File: src/core/drt_map.vh
// register map, field layout, reset values and constants of the dram refresh timer
// Overview of operation
// - refresh enable low: no refresh requests, counter runs as plain interval timer
// - two-bit wait field gives one to four wait cycles, resets to zero
// - match flag goes high when counter equals compare value, low after reset
// - flag clears only by reading it as one, then writing zero to it
// - interrupt enable high lets the set match flag drive the match interrupt
// - prescaler field: zero stops counting, others pick clock over 2 to 4096
// - eight-bit readable, writable up-counter steps on each prescaled tick, resets zero
// - eight-bit readable, writable compare value resets to all ones
// - any read size is accepted; only sixteen-bit writes take effect
`ifndef DRT_MAP_VH
`define DRT_MAP_VH

// widths
`define DRT_ADDR_W      32
`define DRT_DATA_W      16
`define DRT_RDATA_W     32
`define DRT_CNT_W       8
`define DRT_BYTE_W      8
`define DRT_DIV_W       12
`define DRT_EV_W        3

// register byte addresses, big-endian halfwords
`define DRT_CTRL_ADDR   32'h05FFFFAC
`define DRT_TCS_ADDR    32'h05FFFFAE
`define DRT_CNT_ADDR    32'h05FFFFB0
`define DRT_CMP_ADDR    32'h05FFFFB2
`define DRT_IST_ADDR    32'h05FFFFB4
`define DRT_IMK_ADDR    32'h05FFFFB6
`define DRT_WORD_STEP   32'h00000002

// register indices
`define DRT_IX_CTRL     3'h0
`define DRT_IX_TCS      3'h1
`define DRT_IX_CNT      3'h2
`define DRT_IX_CMP      3'h3
`define DRT_IX_IST      3'h4
`define DRT_IX_IMK      3'h5
`define DRT_IX_NONE     3'h7

// access sizes
`define DRT_SZ_BYTE     2'h0
`define DRT_SZ_WORD     2'h1
`define DRT_SZ_LONG     2'h2

// refresh control fields
`define DRT_CTRL_ACT    7
`define DRT_CTRL_KIND   6
`define DRT_CTRL_WT_HI  5
`define DRT_CTRL_WT_LO  4

// timer control/status fields
`define DRT_TCS_FLAG    7
`define DRT_TCS_IE      6
`define DRT_TCS_PS_HI   5
`define DRT_TCS_PS_LO   3

// interrupt status and mask bits
`define DRT_EV_MATCH    0
`define DRT_EV_REFR     1
`define DRT_EV_BADW     2

// reset values
`define DRT_CNT_RST     8'h00
`define DRT_CMP_RST     8'hFF
`define DRT_WAIT_RST    2'h0
`define DRT_PS_RST      3'h0
`define DRT_EV_RST      3'h0
`define DRT_CNT_STEP    8'h01
`define DRT_WAIT_BASE   3'h1

// prescaler selections and divider masks
`define DRT_PS_OFF      3'h0
`define DRT_PS_D2       3'h1
`define DRT_PS_D8       3'h2
`define DRT_PS_D32      3'h3
`define DRT_PS_D128     3'h4
`define DRT_PS_D512     3'h5
`define DRT_PS_D2048    3'h6
`define DRT_PS_D4096    3'h7
`define DRT_MSK_D2      12'h001
`define DRT_MSK_D8      12'h007
`define DRT_MSK_D32     12'h01F
`define DRT_MSK_D128    12'h07F
`define DRT_MSK_D512    12'h1FF
`define DRT_MSK_D2048   12'h7FF
`define DRT_MSK_D4096   12'hFFF
`define DRT_DIV_STEP    12'h001
`define DRT_DIV_RST     12'h000

`endif

File: src/core/drt_top.v
// dram refresh timer: control registers, prescaled counter, compare match and refresh request
`timescale 1ns/1ns
`include "drt_map.vh"

module drt_top (
  // clock and reset
  input  wire                    clk,
  input  wire                    rstn,
  // register port
  input  wire [`DRT_ADDR_W-1:0]  reg_addr,
  input  wire [`DRT_DATA_W-1:0]  reg_wdata,
  input  wire [1:0]              reg_size,
  input  wire                    reg_wr,
  input  wire                    reg_rd,
  output reg  [`DRT_RDATA_W-1:0] reg_rdata,
  // refresh request towards the dram cycle logic
  output reg                     refresh_req,
  input  wire                    refresh_ack,
  output wire                    refresh_active_sel,
  output wire                    refresh_kind_sel,
  output wire [2:0]              refresh_wait_cycles,
  // interrupts
  output wire                    match_irq,
  output wire                    irq
);

  // refresh control register
  reg                      act_q;
  reg                      kind_q;
  reg  [1:0]               wait_q;
  // timer control/status register
  reg                      flag_q;
  reg                      flag_d;
  reg                      ie_q;
  reg  [2:0]               ps_q;
  reg                      arm_q;
  reg                      arm_d;
  // counter and compare value
  reg  [`DRT_CNT_W-1:0]    cnt_q;
  reg  [`DRT_CNT_W-1:0]    cnt_d;
  reg  [`DRT_CNT_W-1:0]    cmp_q;
  reg                      eq_prev_q;
  // interrupt status and mask
  reg  [`DRT_EV_W-1:0]     ist_q;
  reg  [`DRT_EV_W-1:0]     ist_d;
  reg  [`DRT_EV_W-1:0]     imk_q;
  reg                      req_d;
  reg  [`DRT_RDATA_W-1:0]  rdata_d;

  // decode
  wire [`DRT_ADDR_W-1:0]   wadr;
  wire [2:0]               wr_ix;
  wire [2:0]               rd_ix0;
  wire [2:0]               rd_ix1;
  wire                     rd_long;
  wire                     size_ok;
  wire                     wr_ok;
  wire                     wr_bad;
  wire                     wr_ctrl;
  wire                     wr_tcs;
  wire                     wr_cnt;
  wire                     wr_cmp;
  wire                     wr_imk;
  wire                     rd_tcs;
  wire                     rd_ist;
  wire [`DRT_DATA_W-1:0]   rd_word0;
  // timer
  wire                     tick;
  wire                     eq_now;
  wire                     match_evt;
  wire                     refr_evt;
  wire [`DRT_EV_W-1:0]     ev;

  // map a halfword byte address onto a register index
  // anything unmapped falls to the none index and so never reaches a register
  function [2:0] idx_of;
    input [`DRT_ADDR_W-1:0] a;
    begin
      case (a)
        `DRT_CTRL_ADDR: idx_of = `DRT_IX_CTRL;
        `DRT_TCS_ADDR:  idx_of = `DRT_IX_TCS;
        `DRT_CNT_ADDR:  idx_of = `DRT_IX_CNT;
        `DRT_CMP_ADDR:  idx_of = `DRT_IX_CMP;
        `DRT_IST_ADDR:  idx_of = `DRT_IX_IST;
        `DRT_IMK_ADDR:  idx_of = `DRT_IX_IMK;
        default:        idx_of = `DRT_IX_NONE;
      endcase
    end
  endfunction

  // read view of one register, unused upper bits zero
  // reserved bits cannot show stale data since they are never stored
  function [`DRT_DATA_W-1:0] word_of;
    input [2:0] ix;
    begin
      word_of = {`DRT_DATA_W{1'b0}};
      case (ix)
        `DRT_IX_CTRL: begin
          word_of[`DRT_CTRL_ACT]                  = act_q;
          word_of[`DRT_CTRL_KIND]                 = kind_q;
          word_of[`DRT_CTRL_WT_HI:`DRT_CTRL_WT_LO] = wait_q;
        end
        `DRT_IX_TCS: begin
          word_of[`DRT_TCS_FLAG]                 = flag_q;
          word_of[`DRT_TCS_IE]                   = ie_q;
          word_of[`DRT_TCS_PS_HI:`DRT_TCS_PS_LO] = ps_q;
        end
        `DRT_IX_CNT: word_of[`DRT_CNT_W-1:0] = cnt_q;
        `DRT_IX_CMP: word_of[`DRT_CNT_W-1:0] = cmp_q;
        `DRT_IX_IST: word_of[`DRT_EV_W-1:0]  = ist_q;
        `DRT_IX_IMK: word_of[`DRT_EV_W-1:0]  = imk_q;
        default:     word_of = {`DRT_DATA_W{1'b0}};
      endcase
    end
  endfunction

  // writes count only as sixteen-bit accesses on an even address
  // a refused write to a mapped register still raises the bad-write event
  assign size_ok = (reg_size == `DRT_SZ_WORD) && !reg_addr[0];
  assign wr_ix   = idx_of(reg_addr);
  assign wr_ok   = reg_wr && size_ok && (wr_ix != `DRT_IX_NONE);
  assign wadr    = {reg_addr[`DRT_ADDR_W-1:1], 1'b0};
  assign wr_bad  = reg_wr && !size_ok && (idx_of(wadr) != `DRT_IX_NONE);
  assign wr_ctrl = wr_ok && (wr_ix == `DRT_IX_CTRL);
  assign wr_tcs  = wr_ok && (wr_ix == `DRT_IX_TCS);
  assign wr_cnt  = wr_ok && (wr_ix == `DRT_IX_CNT);
  assign wr_cmp  = wr_ok && (wr_ix == `DRT_IX_CMP);
  assign wr_imk  = wr_ok && (wr_ix == `DRT_IX_IMK);

  // long reads cover two halfwords and must be four-byte aligned
  // a misaligned long read returns zero rather than a torn pair of halves
  assign rd_long = (reg_size == `DRT_SZ_LONG);
  assign rd_ix0  = rd_long ? ((reg_addr[1:0] == 2'h0) ? idx_of(reg_addr) : `DRT_IX_NONE)
                           : idx_of(wadr);
  assign rd_ix1  = (rd_long && reg_addr[1:0] == 2'h0) ? idx_of(reg_addr + `DRT_WORD_STEP)
                                                      : `DRT_IX_NONE;

  // read side effects see every size that covers the register
  // so a long read of the control pair arms the flag clear just like a word read
  assign rd_tcs = reg_rd && (rd_ix0 == `DRT_IX_TCS || rd_ix1 == `DRT_IX_TCS);
  assign rd_ist = reg_rd && (rd_ix0 == `DRT_IX_IST || rd_ix1 == `DRT_IX_IST);

  // halfword seen by byte and word reads
  assign rd_word0 = word_of(rd_ix0);

  // refresh control register, fields above bit 7 read zero
  // kind and wait only steer the dram cycle logic; the enable also gates the refresh request raised here
  always @(posedge clk) begin
    if (!rstn) begin
      act_q  <= 1'b0;
      kind_q <= 1'b0;
      wait_q <= `DRT_WAIT_RST;
    end else if (wr_ctrl) begin
      act_q  <= reg_wdata[`DRT_CTRL_ACT];
      kind_q <= reg_wdata[`DRT_CTRL_KIND];
      wait_q <= reg_wdata[`DRT_CTRL_WT_HI:`DRT_CTRL_WT_LO];
    end
  end

  assign refresh_active_sel  = act_q;
  assign refresh_kind_sel    = kind_q;
  // code 0 to 3 means one to four wait cycles
  assign refresh_wait_cycles = {1'b0, wait_q} + `DRT_WAIT_BASE;

  // prescaled count clock
  // the divider restarts from zero whenever the select goes back to off
  drt_prescaler u_presc (
    .clk  (clk),
    .rstn (rstn),
    .sel  (ps_q),
    .tick (tick)
  );

  // match is taken on the edge into equality so a held count flags only once
  // trade-off: writing a compare equal to the held count also flags once
  assign eq_now    = (cnt_q == cmp_q);
  assign match_evt = eq_now && !eq_prev_q;

  // history resets low; count and compare differ out of reset, so no false match
  always @(posedge clk) begin
    if (!rstn) begin
      eq_prev_q <= 1'b0;
    end else begin
      eq_prev_q <= eq_now;
    end
  end

  // counter: software write wins over a tick, a tick after a match restarts from zero
  // limitation: a tick that lands on a software write is lost
  always @* begin
    cnt_d = cnt_q;
    if (wr_cnt) begin
      cnt_d = reg_wdata[`DRT_CNT_W-1:0];
    end else if (tick) begin
      if (eq_now) begin
        cnt_d = `DRT_CNT_RST;
      end else begin
        cnt_d = cnt_q + `DRT_CNT_STEP;
      end
    end
  end

  always @(posedge clk) begin
    if (!rstn) begin
      cnt_q <= `DRT_CNT_RST;
      cmp_q <= `DRT_CMP_RST;
    end else begin
      cnt_q <= cnt_d;
      if (wr_cmp) begin
        cmp_q <= reg_wdata[`DRT_CNT_W-1:0];
      end
    end
  end

  // flag clear needs a prior read of the flag as one; any write to the register disarms
  // the arm bit keeps a blind zero write from losing a match software never saw
  always @* begin
    arm_d  = arm_q;
    flag_d = flag_q;
    if (rd_tcs && flag_q) begin
      arm_d = 1'b1;
    end
    if (wr_tcs) begin
      arm_d = 1'b0;
      if (arm_q && !reg_wdata[`DRT_TCS_FLAG]) begin
        flag_d = 1'b0;
      end
    end
    // a match in the clearing cycle is not lost
    if (match_evt) begin
      flag_d = 1'b1;
    end
  end

  // timer control/status register
  // writing one to the flag bit does nothing; only a match sets it
  always @(posedge clk) begin
    if (!rstn) begin
      flag_q <= 1'b0;
      arm_q  <= 1'b0;
      ie_q   <= 1'b0;
      ps_q   <= `DRT_PS_RST;
    end else begin
      flag_q <= flag_d;
      arm_q  <= arm_d;
      if (wr_tcs) begin
        ie_q <= reg_wdata[`DRT_TCS_IE];
        ps_q <= reg_wdata[`DRT_TCS_PS_HI:`DRT_TCS_PS_LO];
      end
    end
  end

  // level request, follows flag and enable with no extra delay
  assign match_irq = flag_q && ie_q;

  // refresh request holds until acknowledged; matches while pending merge into it
  // merging spares the dram side a burst of back-to-back stale requests
  assign refr_evt = match_evt && act_q;

  always @* begin
    req_d = refresh_req;
    if (refresh_ack) begin
      req_d = 1'b0;
    end
    if (refr_evt) begin
      req_d = 1'b1;
    end
    // turning refresh off withdraws a request not yet served
    if (!act_q) begin
      req_d = 1'b0;
    end
  end

  // registered so the dram cycle logic sees a glitch-free request
  always @(posedge clk) begin
    if (!rstn) begin
      refresh_req <= 1'b0;
    end else begin
      refresh_req <= req_d;
    end
  end

  // sticky event bits, cleared by reading them, a new event beats the read
  // so an event in the reading cycle is never lost to software
  assign ev[`DRT_EV_MATCH] = match_evt;
  assign ev[`DRT_EV_REFR]  = refr_evt;
  assign ev[`DRT_EV_BADW]  = wr_bad;

  always @* begin
    ist_d = ist_q;
    if (rd_ist) begin
      ist_d = `DRT_EV_RST;
    end
    ist_d = ist_d | ev;
  end

  always @(posedge clk) begin
    if (!rstn) begin
      ist_q <= `DRT_EV_RST;
      imk_q <= `DRT_EV_RST;
    end else begin
      ist_q <= ist_d;
      if (wr_imk) begin
        imk_q <= reg_wdata[`DRT_EV_W-1:0];
      end
    end
  end

  // level interrupt, high while any unmasked status bit is set
  assign irq = |(ist_q & imk_q);

  // read data: byte from big-endian halfword, word, or two halfwords for long
  // the mux settles within the strobe cycle and the register below holds the answer
  always @* begin
    rdata_d = {`DRT_RDATA_W{1'b0}};
    if (reg_rd) begin
      case (reg_size)
        `DRT_SZ_BYTE: begin
          if (reg_addr[0]) begin
            rdata_d[`DRT_BYTE_W-1:0] = rd_word0[`DRT_BYTE_W-1:0];
          end else begin
            rdata_d[`DRT_BYTE_W-1:0] = rd_word0[`DRT_DATA_W-1:`DRT_BYTE_W];
          end
        end
        `DRT_SZ_WORD: begin
          rdata_d[`DRT_DATA_W-1:0] = word_of(rd_ix0);
        end
        `DRT_SZ_LONG: begin
          rdata_d = {word_of(rd_ix0), word_of(rd_ix1)};
        end
        default: begin
          rdata_d = {`DRT_RDATA_W{1'b0}};
        end
      endcase
    end
  end

  // read data stand one cycle after the strobe and are zero otherwise
  always @(posedge clk) begin
    if (!rstn) begin
      reg_rdata <= {`DRT_RDATA_W{1'b0}};
    end else begin
      reg_rdata <= rdata_d;
    end
  end

endmodule // drt_top

File: src/core/drt_prescaler.v
// clock prescaler giving one-cycle count ticks at the selected division
`timescale 1ns/1ns
`include "drt_map.vh"

module drt_prescaler (
  // clock and reset
  input  wire       clk,
  input  wire       rstn,
  // division select, zero stops
  input  wire [2:0] sel,
  // one-cycle tick per divided period
  output wire       tick
);

  reg  [`DRT_DIV_W-1:0] div_q;
  reg  [`DRT_DIV_W-1:0] mask;

  // divider is held at zero while stopped so a restart begins a full period
  always @(posedge clk) begin
    if (!rstn || sel == `DRT_PS_OFF) begin
      div_q <= `DRT_DIV_RST;
    end else begin
      div_q <= div_q + `DRT_DIV_STEP;
    end
  end

  // a change of select mid-period may give one short first period
  always @* begin
    case (sel)
      `DRT_PS_D2:    mask = `DRT_MSK_D2;
      `DRT_PS_D8:    mask = `DRT_MSK_D8;
      `DRT_PS_D32:   mask = `DRT_MSK_D32;
      `DRT_PS_D128:  mask = `DRT_MSK_D128;
      `DRT_PS_D512:  mask = `DRT_MSK_D512;
      `DRT_PS_D2048: mask = `DRT_MSK_D2048;
      `DRT_PS_D4096: mask = `DRT_MSK_D4096;
      default:       mask = `DRT_DIV_RST;
    endcase
  end

  // tick on the last cycle of each divided period
  assign tick = (sel != `DRT_PS_OFF) && ((div_q & mask) == mask);

endmodule // drt_prescaler

File: config.mk
export PLATFORM = sky130hd
export DESIGN_NAME = drt_top
export DESIGN_NICKNAME = d
export VERILOG_FILES = /design/src/core/drt_top.v /design/src/core/drt_prescaler.v
export VERILOG_INCLUDE_DIRS = /design/src /design/src/core
export SDC_FILE = /design/constraint.sdc
export NUM_CORES = 1
export LEC_CHECK = 0
export BUFFER_PORTS_ARGS = -buffer_cell sky130_fd_sc_hd__buf_2
export CORE_UTILIZATION = 30
export DETAILED_ROUTE_END_ITERATION = 12
export GPL_TIMING_DRIVEN = 0
export HOLD_SLACK_MARGIN = 0.05
export PLACE_DENSITY = 0.48
export REMOVE_ABC_BUFFERS = 1
export SKIP_LAST_GASP = 1
export SLEW_MARGIN = 10
export SYNTH_ARGS = -nofsm -noshare
export SYNTH_HDL_FRONTEND = slang
export SYNTH_SLANG_ARGS = --single-unit
File: constraint.sdc
create_clock -name clk -period 8 [get_ports clk]
set_input_delay 1.6 -clock clk [delete_from_list [all_inputs] [get_ports clk]]
set_output_delay 1.6 -clock clk [all_outputs]
set_load 0.02 [all_outputs]
# Word level (Yosys, flattened, before mapping)
# Index checks and enable logic that the tools add are counted.
# Widths: inputs -> output; s select.
[op_classes] mux=24 n_reduce_logical=44 bitwise=4 addsub=4 eq_ne=45
[ops] cell="$eq 32x27->1 const B" count=12
[ops] cell="$eq 31x26->1 const B" count=6
[ops] cell="$pmux 12 s7" count=1
[ops] cell="$pmux 3 s6" count=3
[ops] cell="$add 32x2->32 const B" count=1
[ops] cell="$mux 8" count=4
[ops] cell="$pmux 4 s4" count=2
[ops] cell="$eq 3x3->1 const B" count=9
[ops] cell="$eq 3x2->1 const B" count=8
[ops] cell="$pmux 3 s4" count=2
[ops] cell="$pmux 8 s3" count=1
[ops] cell="$logic_and 1x1->1" count=19
[ops] cell="$add 12x1->12 const B" count=1
[ops] cell="$and 12x12->12" count=1
[ops] cell="$eq 12x12->1" count=1
[ops] cell="$eq 3x1->1 const B" count=4
[ops] cell="$logic_not 3->1" count=4
[ops] cell="$mux 3" count=4
[ops] cell="$add 8x1->8 const B" count=1
[ops] cell="$eq 8x8->1" count=1
[ops] cell="$reduce_bool 2->1" count=4
[ops] cell="$ne 3x3->1 const B" count=2
[ops] cell="$pmux 1 s3" count=2
[ops] cell="$reduce_and 2->1" count=3
[ops] cell="14 further kinds" count=25
[word_totals] reg_bits=78 input_bits=55

# Logic depth before layout (Yosys ltp)
# Gate-level depths: netlist of the first run.
[depth] depth_word=9 ltp_mapped=11 depth_no_buf=9

# Modules after synthesis
# A second synthesis of the first run with hierarchy kept.
[unflattened] hier_cells=481 area_unflattened_um2=4101.4
[modules_own_cells] mod="drt_top" area_each_um2=3512.1 cells_each=417 n_inst=1
[modules_own_cells] mod="drt_prescaler" area_each_um2=589.3 cells_each=64 n_inst=1

# Worst setup path before layout of the first run
# Ideal clock, no wire load.
[synth_timing] path_kind="in2reg" start="input reg_addr[1]" end="register reg_rdata[2]" n_path_buf=2 path_stages=11 arrival_time_ns=3.571 setup_slack_ns=4.313 required_time_ns=7.884 path_cell_list="buf_2 > inv_1 > ha_1 > nor2_1 > o22ai_2 > o2111ai_1 > o22ai_4 > buf_12 > mux2i_1 > o22ai_1 > a31o_1"
[synth_via] elab_chain_cells=8
[synth_rtl] item="start: declaration" line_no="drt_top.v:10" source="input wire [`DRT_ADDR_W-1:0] reg_addr,"
[synth_rtl] item="branches (longest 7 deep; another with $add 32x2->32)"
[synth_rtl] item="$pmux 8 s3 (*)" line_no="drt_top.v:317" source="case (reg_size)"
[synth_rtl] item="end signal: assignment" line_no="drt_top.v:341" source="reg_rdata <= {`DRT_RDATA_W{1'b0}};"
[synth_rtl] item="end signal: assignment" line_no="drt_top.v:343" source="reg_rdata <= rdata_d;"
[synth_rtl] item="end: declaration" line_no="drt_top.v:15" source="output reg [`DRT_RDATA_W-1:0] reg_rdata,"
# Mark *: on every way between the ends.
# A chain may end at the register's enable or synchronous reset.

# Worst setup path in the final report of the first run
[layout_timing] start="input reg_addr[1]" end="register reg_rdata[1]"
# The elaborated chain is that of the path after synthesis.

==> Implementation_results.wiki, run 1 <==
{| class="wikitable"
! Metric !! Value
|-
| Switch share || 24.7%
|-
| Total net switching power || 0.178 mW
|-
| Leakage power summed over all cells || 1.83 nW
|-
| Endpoint of the worst hold path || u_presc.div_q[0]
|-
| Metal3 WL || 578 um
|-
| Capturing point of the worst reg2reg path || cnt_q[6]
|-
| Path type of the worst min-delay path || flop to flop
|-
| Final antenna diode count || 0
|-
| Family of cells with the greatest summed delay on the critical path || simple AND/OR/NAND/NOR gates
|-
| Die Area || 14300 um^2
|-
| Routability cong. || 0.882
|-
| Power density over cell area || 149 nW/um^2
|-
| Area taken by flip-flops and latches || 1240 um^2
|-
| CTS tree || done
|-
| Number of resized instances in the post-cts repair step || 0
|-
| Crit path max fanout || 19
|-
| Number of nets with antenna violations after detailed routing || 0
|-
| Clk slew on worst S/H paths || 50 ps
|-
| Setup total negative slack || 0 ps
|-
| Final net count || 636
|-
| CTS HTree Levels || 3
|-
| Initial cell density of the core || 31.0%
|-
| Vias after detailed routing || 4008
|-
| Count of flip-flops with a built-in enable after synthesis || 0
|-
| Crit Reg-Reg Startpoint || u_presc.div_q[2]
|-
| Worst hold stages || 1
|-
| Max-cap violation count || 0
|-
| Post-placement setup slack || 3420 ps
|-
| Number of clock sinks || 62
|-
| Part of the total power dissipated in the clock network || 47.7%
|-
| Number of filler cells placed in the layout || 1465
|-
| Placed wire-length estimate after detailed placement || 9420 um
|-
| Portion of total power attributed to sequential cells || 42.8%
|-
| WL per Instance || 16.5 um
|-
| Leading area contributor after synthesis || dfxtp_1
|-
| Minimum setup slack in the final design || 3680 ps
|-
| All-layer global routing usage || 17.9%
|-
| Die Width || 119 um
|-
| Die outline height || 119 um
|-
| DP Cell Count || 739
|-
| TritonRoute pass-1 iters || 5
|-
| Wire length of the first global-routing pass || 20100 um
|-
| Critical path's most frequent cell || nand3_1
|-
| Leading register cell type out of synthesis || dfxtp_1
|-
| Post-CTS setup buffer count || 0
|-
| Cell area after synthesis || 4140 um^2
|-
| Synthesis-stage register bit count || 62
|-
| Final number of max-transition violations || 0
|-
| # rows || 42
|-
| Buffers plus inverters on the worst setup path || 1
|-
| Critical path data arrival time || 4590 ps
|-
| Sequential-to-total area share from yosys stat || 30.0%
|-
| Outcome || completed
|-
| Average size of a mapped cell || 8.10 um^2
|-
| RSZ-0062 raised after global routing || no
|-
| Number of antenna violations at the first check in global routing || 0
|-
| Root Buffer Master || clkbuf_16
|-
| Slowest cell on crit path || and4_1
|-
| Maximum vdd ir drop || 0.0000821 V
|-
| Share of total power in combinational logic || 9.4%
|-
| Flop2flop setup slack || 5750 ps
|-
| Final Routed Wirelength || 12400 um
|-
| Timing-limited maximum frequency || 0.231 GHz
|-
| Shortest period the worst path allows || 4320 ps
|-
| Share of flip-flops with an asynchronous set or reset || 0%
|-
| Highest metal layer with signal wires || met4
|-
| Maximum root-to-sink buffer count || 2
|-
| Worst setup path startpoint || reg_addr[1]
|-
| Overall overflow remaining after global route || 0
|-
| Distinct cell type count of the synthesized netlist || 70
|-
| Critical path launch point type || input port
|-
| Hold_buf cts || 0
|-
| Count of endpoints failing hold in the final timing report || 0
|-
| Total number of yosys warnings || 0
|-
| Final standard cell utilization of the core || 36.2%
|-
| Worst slew margin relative to its limit || 35.3%
|-
| Max incr delay on CP || 510 ps
|-
| Post-synthesis instance total || 511
|-
| Post-detailed-route via-to-cell ratio || 5.32
|-
| Final-report setup violation count || 0
|-
| Worst Reg-to-Reg Cells || 7
|-
| CP Data Required Time || 8260 ps
|-
| Initial drt markers || 336
|-
| Wire length on met2 || 5570 um
|-
| Transition time of the tightest slew-check pin || 956 ps
|-
| Met1 layer wirelength in the final routing || 6150 um
|-
| Top-Level Pins || 95
|-
| Cell internal pwr || 0.544 mW
|-
| Vias in the first global route || 3952
|-
| Synthesis-to-layout area growth || 16.9%
|-
| Placeable Area || 13300 um^2
|-
| List of cells traversed by the critical path || buf_2 > ha_1 > nand3_1 > nor4_2 > nand3_1 > mux2_2 > nor4_1 > and4_1 > a31o_1
|-
| CP endpoint kind || flop
|-
| Pin count of the biggest net entering global routing || 24
|-
| Worst skew pair latency || 330 ps
|-
| Share of cells above drive strength 1 || 19.2%
|-
| Ranking of synthesized cells by area || dfxtp_1 30%, mux2i_1 6.3%, nor2_1 5.8%
|-
| Top cell type's share of synthesized area || 30.0%
|-
| Portion of the clock cycle consumed by the worst path in the final layout || 54.0%
|-
| Layout Skew || 5.73 ps
|-
| Number of clock buffers inserted by TritonCTS || 9
|-
| Final Non-Filler Cells || 753
|-
| Total area of multi-input combinational cells || 2710 um^2
|-
| Critical path type || input port to flop
|-
| Detailed-route DRC error count || 0
|-
| Number of port buffers || 70
|-
| Startpoint of the worst hold path || u_presc.div_q[0]
|}
==> power groups by stage <==
stage          logic, mW  registers, mW  clock network, mW
2_1_floorplan     0.0344          0.316                  0
3_3_place_gp      0.0661          0.316                  0
3_5_place_dp      0.0670          0.316                  0
4_1_cts           0.0674          0.309              0.351
5_1_grt           0.0744          0.309              0.367
6_report          0.0682          0.309              0.345
==> routing by layer <==
layer  up-vias  track usage [%]
li1       1967                -
met1      1927             24.4
met3         9             3.64
met4         0             5.31
met5         -                0
met2       105             28.1
==> sequential cells by signal, summed over array words and instances (netlist names) <==
register,cells
arm_q,1
cmp_q,8
cnt_q,8
eq_prev_q,1
flag_q,1
ie_q,1
imk_q,3
ist_q,3
ps_q,3
refresh_active_sel,1
refresh_kind_sel,1
refresh_req,1
reg_rdata,16
u_presc.div_q,12
wait_q,2
==> cell type report <==
type                       instances  share of cell area, %
clock buffer                      12                   5.09
multi-input combinational        417                   56.1
tap                              176                   4.55
timing repair buffer              71                   7.40
clock inverter                     2                  0.207
inverter                          13                   1.01
sequential                        62                   25.7
==> worst reg2reg max path, delay by kind of cell, from the launching register on <==
kind / cells / cell delay [ps]
AO/OA/AOI/OAI: 4 / 630
AND/OR/NAND/NOR: 3 / 1080
flip-flops: 1 / 390
==> worst max-delay path by stage <==
| stage | endpoint | cells past startpoint |
|---|---|---|
| 2_1_floorplan | cmp_q[0] | 6 |
| 3_3_place_gp | cmp_q[3] | 7 |
| 3_5_place_dp | reg_rdata[1] | 9 |
| 4_1_cts | reg_rdata[1] | 9 |
| 5_1_grt | reg_rdata[3] | 9 |
| 6_report | reg_rdata[1] | 9 |
==> Yosys cell counts, types with 8 or more instances <==
master    number
nor2_1        64
dfxtp_1       62
nand2_1       50
mux2i_1       26
nand3_1       25
a21oi_1       24
o21ai_0       21
buf_4         17
xor2_1        17
nand4_1       14
inv_1         13
nor4_1        11
clkbuf_1      10
o22ai_1        9
nor3_1         8
==> layout by cell type (no fill, tap or decap), types with 6 or more instances in the layout <==
master,Yosys,final
buf_2,6,70
nor2_1,64,64
dfxtp_1,62,62
nand2_1,50,50
mux2i_1,26,26
nand3_1,25,25
a21oi_1,24,24
o21ai_0,21,21
xor2_1,17,17
conb_1,1,16
nand4_1,14,14
inv_1,13,13
nor4_1,11,10
o22ai_1,9,9
clkbuf_16,0,9
nor3_1,8,8
nor2b_1,7,7
ha_1,7,7
xnor2_1,6,6
nand2b_1,6,6
a211oi_1,6,6
==> stage by stage <==
stage | hold WS, ps | power [mW] | instance area, um^2
2_1_floorplan | 430 | 0.350 | 3980
3_3_place_gp | 443 | 0.382 | 4550
3_5_place_dp | 460 | 0.383 | 4580
4_1_cts | 472 | 0.728 | 4840
5_1_grt | 499 | 0.751 | 4840
6_report | 467 | 0.722 | 4840
==> cell families after synthesis <==
group           Yosys count  synth area share (%)
compound gates          110                  18.7
fa+ha+maj                 7                  2.12
buf+inv                  47                  6.38
mux                      31                  7.65
flops                    62                  30.0
other cells               1                0.0906
xor+xnor                 23                  4.87
simple gates            230                  30.2
No activity file was read; power rests on OpenSTA's default activity.
==> run 2: changes to the inputs <==
PLACE_DENSITY = 0.5   (was 0.48)
clock period = 3.6 ns   (was 8 ns; I/O delays follow)
==> Implementation_results.wiki, run 2 (same netlist as run 1, synthesis figures left out) <==
{| class="wikitable"
! Metric !! Value
|-
| List of cells traversed by the critical path || buf_2 > ha_1 > nand3_1 > nor4_4 > nand3_1 > mux2_2 > nor4_1 > and4_1 > a31o_1
|-
| Layout Skew || 6.16 ps
|-
| Detailed-route DRC error count || 0
|-
| Die Width || 119 um
|-
| Power density over cell area || 351 nW/um^2
|-
| Count of endpoints failing hold in the final timing report || 0
|-
| Top Registers || reg_rdata x16, u_presc.div_q x12
|-
| Portion of the clock cycle consumed by the worst path in the final layout || 90.8%
|-
| Number of clock sinks || 62
|-
| Final antenna diode count || 0
|-
| Final-report setup violation count || 0
|-
| WL per Instance || 16.0 um
|-
| Initial cell density of the core || 31.0%
|-
| Wire length of the first global-routing pass || 19600 um
|-
| Buffers plus inverters on the worst setup path || 1
|-
| Number of clock buffers inserted by TritonCTS || 9
|-
| Routability cong. || 0.927
|-
| Number of filler cells placed in the layout || 1458
|-
| Critical path type || input port to flop
|-
| Root Buffer Master || clkbuf_16
|-
| Die Area || 14300 um^2
|-
| Max incr delay on CP || 450 ps
|-
| Maximum root-to-sink buffer count || 2
|-
| # rows || 42
|-
| Final net count || 636
|-
| Top-Level Pins || 95
|-
| Vias in the first global route || 3826
|-
| Pin count of the biggest net entering global routing || 24
|-
| Top reg by flops || reg_rdata
|-
| Clk slew on worst S/H paths || 50 ps
|-
| Final Non-Filler Cells || 755
|-
| Vias after detailed routing || 4048
|-
| Critical path's most frequent cell || nand3_1
|-
| Critical path launch point type || input port
|-
| All-layer global routing usage || 17.6%
|-
| Placeable Area || 13300 um^2
|-
| Number of flip-flops in the largest register || 16
|-
| CP Data Required Time || 3870 ps
|-
| Final Routed Wirelength || 12100 um
|-
| Post-Route Hold Slack || 458 ps
|-
| Transition time of the tightest slew-check pin || 855 ps
|-
| DP Cell Count || 739
|-
| Worst slew margin relative to its limit || 42.6%
|-
| Number of antenna violations at the first check in global routing || 0
|-
| Overall overflow remaining after global route || 0
|-
| Final number of max-transition violations || 0
|-
| Commonest non-fill, non-tap cell in the layout || buf_2
|-
| Critical path data arrival time || 3540 ps
|-
| Slowest cell on crit path || and4_1
|-
| Initial drt markers || 191
|-
| Post-detailed-route via-to-cell ratio || 5.36
|-
| Crit path max fanout || 19
|-
| RSZ-0062 raised after global routing || no
|-
| Die outline height || 119 um
|-
| Path type of the worst min-delay path || flop to flop
|-
| Hold_buf cts || 0
|-
| Synthesis-to-layout area growth || 18.2%
|-
| Leakage power summed over all cells || 1.86 nW
|-
| TritonRoute pass-1 iters || 5
|-
| Number of nets with antenna violations after detailed routing || 0
|-
| Placed wire-length estimate after detailed placement || 9330 um
|-
| CP endpoint kind || flop
|-
| Worst skew pair latency || 340 ps
|-
| Top library cells by usage in the layout, fill and taps aside || 70 x buf_2, 64 x nor2_1, 62 x dfxtp_1, 50 x nand2_1, 26 x mux2i_1
|-
| Max-cap violation count || 0
|-
| CTS tree || done
|-
| Share of cells above drive strength 1 || 19.7%
|-
| Outcome || completed
|-
| CTS HTree Levels || 3
|-
| Shortest period the worst path allows || 3270 ps
|-
| Family of cells with the greatest summed delay on the critical path || simple AND/OR/NAND/NOR gates
|-
| Timing-limited maximum frequency || 0.306 GHz
|-
| Maximum vdd ir drop || 0.000231 V
|-
| Number of port buffers || 70
|}
-- run 2: per-layer routing --
metal | vias up | routed length [um] | share of wire, % | track usage [%]
met4 | 0 | 203 | 1.7 | 6.41
met2 | 111 | 5590 | 46 | 27.9
met3 | 18 | 519 | 4.3 | 3.88
li1 | 1981 | - | - | -
met5 | - | 0 | 0 | 0
met1 | 1938 | 5760 | 48 | 23.3
-- run 2: layout make-up --
cell class                      count  area, um^2  area share, %
Clock buffer                       12         256           5.24
Clock inverter                      4        45.0          0.921
Inverter                           13        48.8          0.997
Multi-Input combinational cell    417        2720           55.7
Sequential cell                    62        1240           25.4
Tap cell                          176         220           4.50
Timing Repair Buffer               71         358           7.31
-- run 2: worst reg2reg max path, cell delays in order, from the launching register on --
cell and delay [ps]:
dfxtp_1 410, nor2b_1 180, o21ai_0 150, a21boi_0 190, nor3_1 740, a21boi_0 210
o21ai_0 210, a21oi_1 80
-- run 2: worst paths after layout --
check	startpoint	end	slack, ps	depth (start not counted)
worst max-delay path	reg_addr[1]	reg_rdata[1]	330	9
worst min-delay path	u_presc.div_q[0]	u_presc.div_q[0]	460	1
worst max register to register	ps_q[0]	cnt_q[6]	1290	7
worst min register to register	u_presc.div_q[0]	u_presc.div_q[0]	460	1
-- run 2: what timing repair did --
action / in CTS / in global routing
endpoints found under the setup margin: 0 / 7
resized for setup: 0 / 2
endpoints found under the hold margin: 0 / 0
setup buffers: 0 / 0
-- run 2: metrics by stage --
step / util (%) / total power [mW] / cell area (um^2) / setup TNS (ps) / worst slack [ps]
floorplan: - / 0.778 / 3980 / 0 / 186
global placement: 34.1 / 0.847 / 4550 / -11370 / -1320
detailed placement: 34.3 / 0.849 / 4580 / -676 / -75.5
CTS: 36.5 / 1.74 / 4880 / 0 / 263
global route: 36.7 / 1.78 / 4890 / 0 / 29.1
finish: 36.7 / 1.72 / 4890 / 0 / 331
-- run 2: power by group --
| group | switching [mW] | leakage [nW] | total (mW) | internal (mW) |
|---|---|---|---|---|
| clock network | 0.313 | 0.152 | 0.882 | 0.569 |
| registers | 0.0000000000553 | 0.499 | 0.687 | 0.687 |
| logic | 0.102 | 1.21 | 0.150 | 0.0480 |
